### config.mk
export PLATFORM = sky130hd
export DESIGN_NAME = timer_bank
export DESIGN_NICKNAME = d
export VERILOG_FILES = /design/src/logic/timer_bank_pkg.sv /design/src/logic/timer_bank.sv /design/src/logic/pin_sync.sv
export SDC_FILE = /design/constraint.sdc
export NUM_CORES = 1
export LEC_CHECK = 0
export BUFFER_PORTS_ARGS = -buffer_cell sky130_fd_sc_hd__buf_2
export CORE_UTILIZATION = 35
export CTS_BUF_LIST = sky130_fd_sc_hd__clkbuf_8
export DETAILED_ROUTE_END_ITERATION = 10
export SLEW_MARGIN = 15
export SYNTH_ARGS = -nofsm -noshare
export SYNTH_HDL_FRONTEND = slang
export SYNTH_SLANG_ARGS = --single-unit
### constraint.sdc
create_clock -name core_clk -period 3.3 [get_ports core_clk]
set_input_delay 0.165 -clock core_clk [delete_from_list [all_inputs] [get_ports core_clk]]
set_output_delay 0.165 -clock core_clk [all_outputs]
set_load 0.005 [all_outputs]
### src/logic/timer_bank_pkg.sv
// Shared constants and types for the gated 16-bit timer bank
package timer_bank_pkg;

  // ----------------------------------------------------------------
  // Sizes
  // ----------------------------------------------------------------
  localparam int NUM_TIMERS = 3;
  localparam int ADDR_W = 4;
  localparam int DATA_W = 8;
  localparam int COUNT_W = 16;
  localparam int PS_W = 3;

  // ----------------------------------------------------------------
  // Timing
  // ----------------------------------------------------------------
  localparam int unsigned SYS_CLK_HZ = 40_000_000;
  localparam int unsigned LF_OSC_HZ = 31_000;
  // Longest period rounds down, never below one cycle
  localparam int unsigned LF_DIV_CYCLES =
    (SYS_CLK_HZ / LF_OSC_HZ) < 1 ? 1 : (SYS_CLK_HZ / LF_OSC_HZ);
  localparam int unsigned INSTR_DIV_CYCLES = 4;
  localparam int LF_CNT_W = 12;
  localparam logic [LF_CNT_W-1:0] LF_LAST = LF_CNT_W'(LF_DIV_CYCLES - 1);
  localparam logic [1:0] INSTR_LAST = 2'(INSTR_DIV_CYCLES - 1);

  // ----------------------------------------------------------------
  // Register offsets (each timer takes a block of four)
  // ----------------------------------------------------------------
  localparam logic [ADDR_W-1:0] REG_STRIDE = 4'h4;
  localparam logic [ADDR_W-1:0] OFF_COUNT_LOW = 4'h0;
  localparam logic [ADDR_W-1:0] OFF_COUNT_HIGH = 4'h1;
  localparam logic [ADDR_W-1:0] OFF_CTRL = 4'h2;
  localparam logic [ADDR_W-1:0] OFF_GATE = 4'h3;
  localparam logic [ADDR_W-1:0] OFF_IRQ_STATUS = 4'hC;
  localparam logic [ADDR_W-1:0] OFF_IRQ_MASK = 4'hD;

  // ----------------------------------------------------------------
  // Field positions
  // ----------------------------------------------------------------
  localparam int CTRL_ON_BIT = 0;
  localparam int CTRL_SYNC_N_BIT = 2;
  localparam int CTRL_OSC_EN_BIT = 3;
  localparam int CTRL_PS_LSB = 4;
  localparam int CTRL_CS_LSB = 6;
  localparam int GATE_VAL_BIT = 2;
  localparam int GATE_POL_BIT = 6;
  localparam int GATE_EN_BIT = 7;
  localparam logic [DATA_W-1:0] CTRL_WR_MASK = 8'hFD;
  localparam logic [DATA_W-1:0] GATE_WR_MASK = 8'hC0;

  // ----------------------------------------------------------------
  // Reset values
  // ----------------------------------------------------------------
  localparam logic [DATA_W-1:0] CTRL_RST = 8'h00;
  localparam logic [DATA_W-1:0] GATE_RST = 8'h00;
  localparam logic [COUNT_W-1:0] COUNT_RST = 16'h0000;
  localparam logic [COUNT_W-1:0] COUNT_MAX = 16'hFFFF;
  localparam logic [NUM_TIMERS-1:0] IRQ_RST = 3'h0;
  localparam logic [PS_W-1:0] PS_RST = 3'h0;

  // ----------------------------------------------------------------
  // Clock source selection
  // ----------------------------------------------------------------
  typedef enum logic [1:0] {
    SRC_INSTR = 2'b00,
    SRC_SYS = 2'b01,
    SRC_EXT = 2'b10,
    SRC_LF = 2'b11
  } clk_src_type;

endpackage

### src/logic/timer_bank.sv
// Three gated 16-bit timer/counters behind a byte-wide register port
//
// Contract
// 16-bit up counter, byte-wide access, writes load immediately.
// On clear: off; on without gate-enable: counts; both: gate qualifies.
// Source 11 low-freq osc, 10 external pin, 01 system, 00 instruction clock.
// System clock source advances four counts per instruction cycle.
// External source counts rising edges, synchronized or asynchronous.
// Counter mode needs a falling edge before first counted rising edge.
// Prescaler divides selected clock by 1, 2, 4 or 8.
// Prescaler hidden from software, cleared by any count byte write.
// Oscillator enable starts the crystal oscillator, running through Sleep.
// Software waits for crystal start, e.g. preset FC00h, await overflow.
// Active-low sync bit set bypasses synchronization of the external clock; here edges always pass the synchronizer, the bit only allows Sleep counting.
// Async external counting continues in Sleep; overflow wakes the processor.
// Mode switches may drop or add one increment; not prevented.
// Three identical timer instances, each with own counter and controls.
// Full resolution with system clock needs an asynchronous gate; here the gate level always passes the pin synchronizer.
// Rollover FFFFh to 0000h sets the overflow flag.
// Gated counting only while gate level equals gate polarity.
// Synchronized external clock passes synchronizer; edges taken after it.
// Reset clears count, prescaler, overflow flag and all controls.
//
// The address map and the address-and-strobe port are this design's own decisions.
`timescale 1ns/1ps
module timer_bank (
  // Clock and reset
  input wire logic core_clk,
  input wire logic rst_b,
  // Register port
  input wire logic [timer_bank_pkg::ADDR_W-1:0] addr,
  input wire logic [timer_bank_pkg::DATA_W-1:0] wr_data,
  input wire logic wr_en,
  input wire logic rd_en,
  output logic [timer_bank_pkg::DATA_W-1:0] rd_data,
  // Processor state
  input wire logic sleep_mode,
  // Timer pins and gate inputs, one bit per timer
  input wire logic [timer_bank_pkg::NUM_TIMERS-1:0] ext_count_input,
  input wire logic [timer_bank_pkg::NUM_TIMERS-1:0] crystal_in_pin,
  input wire logic [timer_bank_pkg::NUM_TIMERS-1:0] gate_level,
  output logic [timer_bank_pkg::NUM_TIMERS-1:0] crystal_out_pin,
  output logic [timer_bank_pkg::NUM_TIMERS-1:0] crystal_osc_en,
  // Interrupt and wake
  output logic irq,
  output logic wake_req
);

  localparam int N = timer_bank_pkg::NUM_TIMERS;
  localparam int DW = timer_bank_pkg::DATA_W;
  localparam int CW = timer_bank_pkg::COUNT_W;

  // ----------------------------------------------------------------
  // Address decode
  // ----------------------------------------------------------------
  // Hit on register off of timer idx
  function automatic logic reg_hit(input logic [timer_bank_pkg::ADDR_W-1:0] a,
                                   input int idx,
                                   input logic [timer_bank_pkg::ADDR_W-1:0] off);
    logic [timer_bank_pkg::ADDR_W-1:0] base;
    base = timer_bank_pkg::ADDR_W'(idx * int'(timer_bank_pkg::REG_STRIDE));
    return a == (base + off);
  endfunction

  // ----------------------------------------------------------------
  // Rate dividers
  // ----------------------------------------------------------------
  logic [1:0] instr_cnt_r, instr_cnt_nxt;
  logic [timer_bank_pkg::LF_CNT_W-1:0] lf_cnt_r, lf_cnt_nxt;
  logic instr_tick, lf_tick;

  // Instruction clock and low-frequency oscillator as enable pulses
  always_comb begin
    instr_tick = (instr_cnt_r == timer_bank_pkg::INSTR_LAST);
    lf_tick = (lf_cnt_r == timer_bank_pkg::LF_LAST);
    instr_cnt_nxt = instr_tick ? 2'h0 : instr_cnt_r + 2'h1;
    lf_cnt_nxt = lf_tick ? '0 : lf_cnt_r + 1'b1;
  end

  always_ff @(posedge core_clk) begin
    if (!rst_b) begin
      instr_cnt_r <= 2'h0;
      lf_cnt_r <= '0;
    end else begin
      instr_cnt_r <= instr_cnt_nxt;
      lf_cnt_r <= lf_cnt_nxt;
    end
  end

  // ----------------------------------------------------------------
  // Pin synchronizers
  // ----------------------------------------------------------------
  logic [N-1:0] pin_lvl, pin_rise, pin_fall;
  logic [N-1:0] xtal_lvl, xtal_rise, xtal_fall;
  logic [N-1:0] gate_sync;

  genvar gs;
  generate
    for (gs = 0; gs < N; gs++) begin : g_sync
      // external pin synchronizer
      pin_sync u_pin (
        .core_clk(core_clk),
        .rst_b(rst_b),
        .pin_in(ext_count_input[gs]),
        .level(pin_lvl[gs]),
        .rise(pin_rise[gs]),
        .fall(pin_fall[gs])
      );
      pin_sync u_xtal (
        .core_clk(core_clk),
        .rst_b(rst_b),
        .pin_in(crystal_in_pin[gs]),
        .level(xtal_lvl[gs]),
        .rise(xtal_rise[gs]),
        .fall(xtal_fall[gs])
      );
      pin_sync u_gate (
        .core_clk(core_clk),
        .rst_b(rst_b),
        .pin_in(gate_level[gs]),
        .level(gate_sync[gs]),
        .rise(),
        .fall()
      );
    end
  endgenerate

  // ----------------------------------------------------------------
  // Timer instances
  // ----------------------------------------------------------------
  logic [N-1:0] ovf_evt;
  logic [N-1:0] osc_en_bits;
  logic [DW-1:0] inst_rd [N];

  genvar gi;
  generate
    // three identical timers
    for (gi = 0; gi < N; gi++) begin : g_tmr
      logic [CW-1:0] cnt_r, cnt_nxt;
      logic [timer_bank_pkg::PS_W-1:0] ps_r, ps_nxt;
      logic armed_r, armed_nxt;
      logic [DW-1:0] ctrl_r, ctrl_nxt;
      logic [DW-1:0] gate_r, gate_nxt;
      logic xout_r, xout_nxt;
      logic wr_lo, wr_hi, wr_cnt, on, sync_n, osc_en, gate_en, gate_pol, run;
      logic ext_rise, ext_fall, src_tick, pre_tick;
      logic [timer_bank_pkg::PS_W-1:0] ps_mask;
      timer_bank_pkg::clk_src_type src;

      always_comb begin
        wr_lo = wr_en && reg_hit(addr, gi, timer_bank_pkg::OFF_COUNT_LOW);
        wr_hi = wr_en && reg_hit(addr, gi, timer_bank_pkg::OFF_COUNT_HIGH);
        wr_cnt = wr_lo || wr_hi;
        on = ctrl_r[timer_bank_pkg::CTRL_ON_BIT];
        sync_n = ctrl_r[timer_bank_pkg::CTRL_SYNC_N_BIT];
        osc_en = ctrl_r[timer_bank_pkg::CTRL_OSC_EN_BIT];
        gate_en = gate_r[timer_bank_pkg::GATE_EN_BIT];
        gate_pol = gate_r[timer_bank_pkg::GATE_POL_BIT];
        src = timer_bank_pkg::clk_src_type'(ctrl_r[timer_bank_pkg::CTRL_CS_LSB +: 2]);
        // prescale mask for 1, 2, 4, 8
        ps_mask = timer_bank_pkg::PS_W'((4'h1 << ctrl_r[timer_bank_pkg::CTRL_PS_LSB +: 2])
                                        - 4'h1);
        // crystal path when oscillator enabled
        ext_rise = osc_en ? xtal_rise[gi] : pin_rise[gi];
        ext_fall = osc_en ? xtal_fall[gi] : pin_fall[gi];
        // enable table; gate level against polarity
        run = on && (!gate_en || (gate_sync[gi] == gate_pol));
        // source select
        case (src)
          timer_bank_pkg::SRC_INSTR: src_tick = instr_tick && !sleep_mode;
          // every system cycle, four per instruction
          timer_bank_pkg::SRC_SYS: src_tick = !sleep_mode;
          timer_bank_pkg::SRC_LF: src_tick = lf_tick && !sleep_mode;
          // sync/async switch left unguarded
          // external rising edge; async keeps running in Sleep
          timer_bank_pkg::SRC_EXT: src_tick = ext_rise && armed_r && (sync_n || !sleep_mode);
          default: src_tick = 1'b0;
        endcase
        pre_tick = run && src_tick && ((ps_r & ps_mask) == ps_mask);
        // write to a count byte clears prescaler
        if (wr_cnt) begin
          ps_nxt = timer_bank_pkg::PS_RST;
        end else if (pre_tick) begin
          ps_nxt = timer_bank_pkg::PS_RST;
        end else if (run && src_tick) begin
          ps_nxt = ps_r + 3'h1;
        end else begin
          ps_nxt = ps_r;
        end
        // byte writes load at once and beat an increment
        if (wr_lo) begin
          cnt_nxt = {cnt_r[CW-1:DW], wr_data};
        end else if (wr_hi) begin
          cnt_nxt = {wr_data, cnt_r[DW-1:0]};
        end else if (pre_tick) begin
          cnt_nxt = cnt_r + 16'h0001;
        end else begin
          cnt_nxt = cnt_r;
        end
        // rollover event
        ovf_evt[gi] = pre_tick && !wr_cnt && (cnt_r == timer_bank_pkg::COUNT_MAX);
        // disarm on write or off, arm on falling edge
        if (wr_cnt || !on) begin
          armed_nxt = 1'b0;
        end else if (ext_fall) begin
          armed_nxt = 1'b1;
        end else begin
          armed_nxt = armed_r;
        end
        ctrl_nxt = ctrl_r;
        if (wr_en && reg_hit(addr, gi, timer_bank_pkg::OFF_CTRL)) begin
          ctrl_nxt = wr_data & timer_bank_pkg::CTRL_WR_MASK;
        end
        gate_nxt = gate_r;
        if (wr_en && reg_hit(addr, gi, timer_bank_pkg::OFF_GATE)) begin
          gate_nxt = wr_data & timer_bank_pkg::GATE_WR_MASK;
        end
        // oscillator amplifier inverts input while enabled
        xout_nxt = osc_en && !xtal_lvl[gi];
        // Register read view for this timer
        if (reg_hit(addr, gi, timer_bank_pkg::OFF_COUNT_LOW)) begin
          inst_rd[gi] = cnt_r[DW-1:0];
        end else if (reg_hit(addr, gi, timer_bank_pkg::OFF_COUNT_HIGH)) begin
          inst_rd[gi] = cnt_r[CW-1:DW];
        end else if (reg_hit(addr, gi, timer_bank_pkg::OFF_CTRL)) begin
          inst_rd[gi] = ctrl_r;
        end else if (reg_hit(addr, gi, timer_bank_pkg::OFF_GATE)) begin
          inst_rd[gi] = gate_r | (DW'(gate_sync[gi]) << timer_bank_pkg::GATE_VAL_BIT);
        end else begin
          inst_rd[gi] = '0;
        end
      end

      // everything clears, timer off
      always_ff @(posedge core_clk) begin
        if (!rst_b) begin
          cnt_r <= timer_bank_pkg::COUNT_RST;
          ps_r <= timer_bank_pkg::PS_RST;
          armed_r <= 1'b0;
          ctrl_r <= timer_bank_pkg::CTRL_RST;
          gate_r <= timer_bank_pkg::GATE_RST;
          xout_r <= 1'b0;
        end else begin
          cnt_r <= cnt_nxt;
          ps_r <= ps_nxt;
          armed_r <= armed_nxt;
          ctrl_r <= ctrl_nxt;
          gate_r <= gate_nxt;
          xout_r <= xout_nxt;
        end
      end

      assign osc_en_bits[gi] = ctrl_r[timer_bank_pkg::CTRL_OSC_EN_BIT];
      assign crystal_out_pin[gi] = xout_r;
    end
  endgenerate

  assign crystal_osc_en = osc_en_bits;

  // ----------------------------------------------------------------
  // Interrupt status, mask and read port
  // ----------------------------------------------------------------
  logic [N-1:0] sts_r, sts_nxt, mask_r, mask_nxt;
  logic irq_r, irq_nxt, wake_r, wake_nxt;
  logic [DW-1:0] rd_data_r, rd_data_nxt;

  // Set beats write-one-clear so a same-cycle overflow is kept
  always_comb begin
    sts_nxt = sts_r;
    if (wr_en && (addr == timer_bank_pkg::OFF_IRQ_STATUS)) begin
      sts_nxt = sts_r & ~wr_data[N-1:0];
    end
    // overflow sets the flag
    sts_nxt = sts_nxt | ovf_evt;
    mask_nxt = mask_r;
    if (wr_en && (addr == timer_bank_pkg::OFF_IRQ_MASK)) begin
      mask_nxt = wr_data[N-1:0];
    end
    irq_nxt = |(sts_r & mask_r);
    // unmasked overflow during Sleep wakes the processor
    wake_nxt = sleep_mode && irq_nxt;
    rd_data_nxt = '0;
    if (rd_en) begin
      if (addr == timer_bank_pkg::OFF_IRQ_STATUS) begin
        rd_data_nxt = DW'(sts_r);
      end else if (addr == timer_bank_pkg::OFF_IRQ_MASK) begin
        rd_data_nxt = DW'(mask_r);
      end else begin
        for (int k = 0; k < N; k++) begin
          rd_data_nxt = rd_data_nxt | inst_rd[k];
        end
      end
    end
  end

  always_ff @(posedge core_clk) begin
    if (!rst_b) begin
      sts_r <= timer_bank_pkg::IRQ_RST;
      mask_r <= timer_bank_pkg::IRQ_RST;
      irq_r <= 1'b0;
      wake_r <= 1'b0;
      rd_data_r <= '0;
    end else begin
      sts_r <= sts_nxt;
      mask_r <= mask_nxt;
      irq_r <= irq_nxt;
      wake_r <= wake_nxt;
      rd_data_r <= rd_data_nxt;
    end
  end

  assign irq = irq_r;
  assign wake_req = wake_r;
  assign rd_data = rd_data_r;

endmodule

### src/logic/pin_sync.sv
// Three-stage pin synchronizer with agreed level and edge pulses
`timescale 1ns/1ps
module pin_sync (
  // Clock and reset
  input wire logic core_clk,
  input wire logic rst_b,
  // Asynchronous pin
  input wire logic pin_in,
  // Synchronized results
  output logic level,
  output logic rise,
  output logic fall
);

  logic s1_r, s2_r, s3_r;
  logic level_r, level_nxt;
  logic rise_r, rise_nxt;
  logic fall_r, fall_nxt;

  // Level only moves once stages two and three agree
  always_comb begin
    level_nxt = (s2_r == s3_r) ? s3_r : level_r;
    rise_nxt = level_nxt & ~level_r;
    fall_nxt = ~level_nxt & level_r;
  end

  // First stage feeds only the second, to contain metastability
  always_ff @(posedge core_clk) begin
    if (!rst_b) begin
      s1_r <= 1'b0;
      s2_r <= 1'b0;
      s3_r <= 1'b0;
      level_r <= 1'b0;
      rise_r <= 1'b0;
      fall_r <= 1'b0;
    end else begin
      s1_r <= pin_in;
      s2_r <= s1_r;
      s3_r <= s2_r;
      level_r <= level_nxt;
      rise_r <= rise_nxt;
      fall_r <= fall_nxt;
    end
  end

  assign level = level_r;
  assign rise = rise_r;
  assign fall = fall_r;

endmodule

# After elaboration in Yosys (flattened, before gate mapping)
# Index checks and enable logic that the tools add are counted.
[op_classes]
addsub = 11
n_eq_ne = 45
shift = 3
n_mux = 39
n_bitwise = 41
reduce_logical = 93
[op_table]
columns = ["op", "n"]
rows = [
  ["8-bit two-way mux", 15],
  ["16-bit two-way mux", 6],
  ["16-bit by 1-bit adder with 16-bit output (second input constant)", 3],
  ["16-bit equality test (second input constant)", 3],
  ["1-bit logical AND", 41],
  ["4-bit equality test (second input constant)", 6],
  ["8-bit by 3-bit OR with 8-bit output", 3],
  ["1-bit inverter", 17],
  ["4-bit by 3-bit equality test with 1-bit output (second input constant)", 4],
  ["8-bit OR", 2],
  ["3-bit bitwise AND", 5],
  ["2-bit equality test (second input constant)", 7],
  ["2-bit AND reduction", 7],
  ["1-bit logical NOT", 13],
  ["12-bit by 1-bit adder with 12-bit output (second input constant)", 1],
  ["1-bit bitwise AND", 12],
  ["1-bit equality test", 12],
  ["12-bit by 11-bit equality test with 1-bit output (second input constant)", 1],
  ["1-bit logical OR", 12],
  ["1-bit two-way mux", 12],
  ["1-bit one-hot mux with 4 select lines", 3],
  ["2-bit nonzero test", 6],
  ["3-bit OR reduction", 4],
  ["2-bit OR reduction", 5],
  ["other kinds (15)", 32],
]
[totals]
reg_bits = 168
in_bits = 26
output_inout_bits = 16
elab_cells = 309

# Longest topological paths before layout
[logic_depth]
ltp_word = 9
depth_mapped = 9
depth_no_buf = 8

# By module
# From an unflattened synthesis, not the netlist that was laid out.
[hier_totals]
hier_cells = 974
hier_area_um2 = 8346.8
[by_module_without_submodules]
columns = ["mod", "instances", "cells_each", "area_each_um2", "seq_area_each_um2"]
rows = [
  ["timer_bank", 1, 839, 6747.7, 2402.3],
  ["pin_sync", 9, 15, 177.7, 120.1],
]

# Worst setup path after synthesis
# No wires, ideal clock.
[synth_path]
path_type = "register to register"
startpoint = "register lf_cnt_r[0] (netlist name)"
endpoint = "register g_tmr[2].cnt_r[11]"
setup_ns = 0.131
arrival_time_ns = 1.905
required_time_ns = 3.169
setup_slack_ns = 1.265
path_stages_with_launch = 9
n_path_buf = 1
period_less_slack_ns = 2.035
cell_sequence = "dfxtp_1 > ha_1 > and4b_1 > and4_1 > o311ai_4 > or2_0 > buf_2 > o41ai_2 > o22ai_1"
[synth_via]
elab_chain_len = 7
[synth_lines]
columns = ["element", "line_no", "source"]
rows = [
  ["start: declaration", "timer_bank.sv:69", "logic [timer_bank_pkg::LF_CNT_W-1:0] lf_cnt_r, lf_cnt_nxt;"],
  ["start signal: assignment", "timer_bank.sv:86", "lf_cnt_r <= lf_cnt_nxt;"],
  ["12-bit by 11-bit equality test with 1-bit output", "timer_bank.sv:75", "lf_tick = (lf_cnt_r == timer_bank_pkg::LF_LAST);"],
  ["1-bit logical AND", "timer_bank.sv:173", "timer_bank_pkg::SRC_LF: src_tick = lf_tick && !sleep_mode;"],
  ["1-bit one-hot mux with 4 select lines", "timer_bank.sv:169", "case (src)"],
  ["1-bit logical AND (2 in series)", "timer_bank.sv:179", "pre_tick = run && src_tick && ((ps_r & ps_mask) == ps_mask);"],
  ["2-bit nonzero test (no line)", "--", ""],
  ["2-bit AND reduction (no line)", "--", ""],
  ["end signal: assignment", "timer_bank.sv:237", "cnt_r <= timer_bank_pkg::COUNT_RST;"],
  ["end signal: assignment", "timer_bank.sv:244", "cnt_r <= cnt_nxt;"],
  ["end: declaration", "timer_bank.sv:139", "logic [CW-1:0] cnt_r, cnt_nxt;"],
]
# No other way between the ends.
# A chain may end at the register's enable or synchronous reset.

# Worst setup path in the final report
[layout_path]
startpoint = "register lf_cnt_r[1] (netlist name)"
endpoint = "register g_tmr[2].cnt_r[11]"
# The elaborated chain is that of the path after synthesis.

==> impl_metrics.tcl <==
set metrics [dict create \
    hpwlAfterDp_mm 16.6 \
    timing.fmax_ghz 0.409 \
    totalWireLength_mm 23.9 \
    maxSlewViolCount 0 \
    timing.setup.tns_ns 0 \
    async_reset_ff_frac 0 \
    grt_start_max_net_pins 39 \
    clk_pin_slew_worst_setup_hold_paths_ns 0.10 \
    p_leak_nw 3.27 \
    grt_pass1_vias 6801 \
    clock_tree.root_cell "sky130_fd_sc_hd__clkbuf_8" \
    hold_path.startpoint "rst_b" \
    number_of_storage_elements_in_the_synthesis_netlist 168 \
    crit_fanout 10 \
    drive_gt1_frac 0.119 \
    sequential_fraction_of_the_synthesis_area 0.407 \
    post_drt_wl_per_cell_um 18.1 \
    floorplan.io_pins 42 \
    min-delay-path-class "in2reg" \
    count_of_synthesis_stage_warnings_from_yosys 0 \
    place_ws_ns 0.901 \
    synth_cell_types 79 \
    multi_input_area_um2 4570 \
    worst_clock_skew_ns 0.0146 \
    hold-path-cell-count 3 \
    worst_slew_margin_rel 0.433 \
    critical_path.slowest_cell "sky130_fd_sc_hd__o311ai_4" \
    dominantRegCellSynth "sky130_fd_sc_hd__dfxtp_1" \
    cpPeakStageDelay_ns 0.52 \
    fill_cells 2318 \
    status "finished clean" \
    postSynthAreaPerCell_um2 8.38 \
    dieArea_um2 24200 \
    std_cell_rows 55 \
    synth_largest_type_area_fraction 0.407 \
    worstPathCellList "inv_1 -> ha_1 -> and4b_1 -> and4_1 -> o311ai_4 -> or2_0 -> o41ai_2 -> o22ai_1" \
    grt_first_pass_wirelength_mm 37.9 \
    syn_nets 1022 \
    detail_route.vias_per_cell 5.58 \
    die_width_um 156 \
    num_vias 7400 \
    synth_area_leader_cell "sky130_fd_sc_hd__dfxtp_1" \
    grt_antenna_before_repair 1 \
    setup_ws_ns 0.854 \
    cap_violations 0 \
    drt_first_iter_violations 744 \
    rr_endpoint "g_tmr[2].cnt_r[11]" \
    seq_area_um2 3360 \
    rr_worst_depth 8 \
    cts_sinks 168 \
    dieHeight_um 156 \
    timing.final.crit_period_ns 2.45 \
    drt.antenna.violating_nets 0 \
    setup-violations-final 0 \
    synthCells 987 \
    post_synth_main_area_contributors "sky130_fd_sc_hd__dfxtp_1 (41%), sky130_fd_sc_hd__mux2i_1 (5.1%), sky130_fd_sc_hd__nor2_1 (5.1%)" \
    max_slew.worst_pin.slew_ns 0.842 \
    fin_hold_ws_ns 0.0397 \
    fin_crit_sh 0.741 \
    crit-reg2reg-launch "lf_cnt_r[1]" \
    whs_endpoint "g_sync[1].u_pin.fall" \
    synthToLayoutAreaGrowth_pct 11.3 \
    start_kind "register" \
    timing.final.hold_violations 0 \
    globalplace.congestion 0.909 \
    clock_network_latency_to_the_later_pin_of_the_worst_skew_pair_ns 0.47 \
    cp_data_required_time_ns 3.70 \
    cts_max_path_buffers 2 \
    grt_util_all_layers 0.204 \
    globalRouteOverflowTotal 0 \
    n_antenna_cell 0 \
    buffer_count_from_post_cts_setup_fixing 0 \
    drc 0 \
    mappedNetlistArea_um2 8270 \
    cts.repair.resized 0 \
    peak_supply_drop_v 0.000287 \
    regToRegSetupSlack_ns 0.85 \
    initial_utilization 0.361 \
    p_per_area_nw_per_um2 429 \
    buffer_ports.inserted 41 \
    ctsHtreeMaxLevel 4 \
    nets 1035 \
    cp-end-kind "register" \
    post-layout-total-power_mw 3.95 \
    tritoncts "built" \
    critical_path_arrival_ns 2.84 \
    rsz0062_at_grt "false" \
    cts-buffers-inserted 17 \
    synth_enable_flop_cells 0 \
    drtPass1Iterations 6 \
    path_class "reg2reg" \
    core_area_um2 22900 \
]
-- state kept, by name, indices dropped and copies added (netlist names), 6 cells and up --
name and count:
g_tmr.cnt_r 48, g_tmr.ctrl_r 21, lf_cnt_r 12, g_tmr.ps_r 9
rd_data 8, g_tmr.gate_r 6
-- power breakdown --
| part | internal (mW) | switching, mW |
|---|---|---|
| logic | 0.0950 | 0.187 |
| registers | 2.06 | 0.0399 |
| clock network | 0.668 | 0.897 |
-- cell families after synthesis --
| family | Yosys count | synth area share |
|---|---|---|
| and+or+nand+nor | 410 | 0.243 |
| AOI/OAI and AO/OA | 240 | 0.204 |
| DFF | 168 | 0.407 |
| buffers and inverters | 85 | 0.0425 |
| muxes | 53 | 0.0672 |
| xor gates and xnor gates | 22 | 0.0233 |
| adders and majority gates | 9 | 0.0136 |
-- cell usage after synthesis (all sizes together) (5+ instances only) --
cell type  instances
and3               6
a311oi             5
o31ai             11
ha                 9
buf               23
and2              32
nand2            105
o22ai              9
nor2             113
dfxtp            168
o21ai             48
nor3b              9
mux2i             42
nand2b             6
a221oi             9
a22o               5
and4               7
xnor2              9
o311ai             5
a21oi             62
or2                6
nand4             13
nand3b             5
nor3              31
o211ai             6
xor2              13
nor4              14
nand3             42
a22oi             10
a32o               9
nor2b              6
mux2              10
clkbuf            47
a211oi            17
inv               15
-- critical path: cells and delay by family, from the launching register on --
family	cells	cell delay, ns
adder cells (fa/ha/maj)	1	0.19
flip-flops	1	0.40
buffers and inverters	1	0.06
AND/OR/NAND/NOR	3	0.90
AO/OA/AOI/OAI	3	0.82
-- metrics by stage --
stage,utilization,cells,instance area (um^2)
after floorplan,-,987,8270
after CTS,0.402,1326,9200
after detailed placement,0.379,1285,8690
after global routing,0.402,1326,9200
final,0.402,1326,9200
after global placement,0.379,1285,8690
-- layer usage --
| metal | track usage | part of all wire | vias to the layer above |
|---|---|---|---|
| met3 | 0.0500 | 0.076 | 27 |
| met4 | 0.0574 | 0.016 | 2 |
| met2 | 0.309 | 0.43 | 266 |
| met5 | 0 | 0.0012 | - |
| li1 | - | - | 3608 |
| met1 | 0.285 | 0.47 | 3497 |
-- layout make-up --
class,count,share of cell area
multi-input cells,734,0.496
flip-flops and latches,168,0.365
repair buffers,64,0.0435
well taps,313,0.0426
clock buffers,18,0.0269
clock inverters,14,0.0194
inverters,15,0.00612
-- what timing repair did --
| item | 4_1_cts | 5_1_grt |
|---|---|---|
| setup endpoints to repair | 0 | 0 |
| endpoints found under the hold margin | 9 | 0 |
| hold buffers | 9 | 0 |
-- cell usage in the layout (no fill, tap or decap), drive strengths merged, types with 22 or more instances in the layout --
| cell type | synthesis | routed |
|---|---|---|
| inv | 15 | 22 |
| nand2 | 105 | 105 |
| nand3 | 42 | 42 |
| a21oi | 62 | 62 |
| nor2 | 113 | 113 |
| and2 | 32 | 32 |
| dfxtp | 168 | 168 |
| buf | 23 | 55 |
| o21ai | 48 | 48 |
| mux2i | 42 | 42 |
| nor3 | 31 | 31 |
-- worst max path at each step --
stage / start / endpoint / slack [ns] / cells past startpoint
finish: lf_cnt_r[1] / g_tmr[2].cnt_r[11] / 0.85 / 8
floorplan: lf_cnt_r[0] / g_tmr[2].cnt_r[11] / 1.26 / 8
global route: lf_cnt_r[1] / g_tmr[2].cnt_r[13] / 0.69 / 8
global placement: lf_cnt_r[1] / g_tmr[2].cnt_r[12] / 0.94 / 8
CTS: lf_cnt_r[1] / g_tmr[2].cnt_r[13] / 0.91 / 8
detailed placement: lf_cnt_r[1] / g_tmr[2].cnt_r[13] / 0.90 / 8
Power figures use the tool's default switching activity.
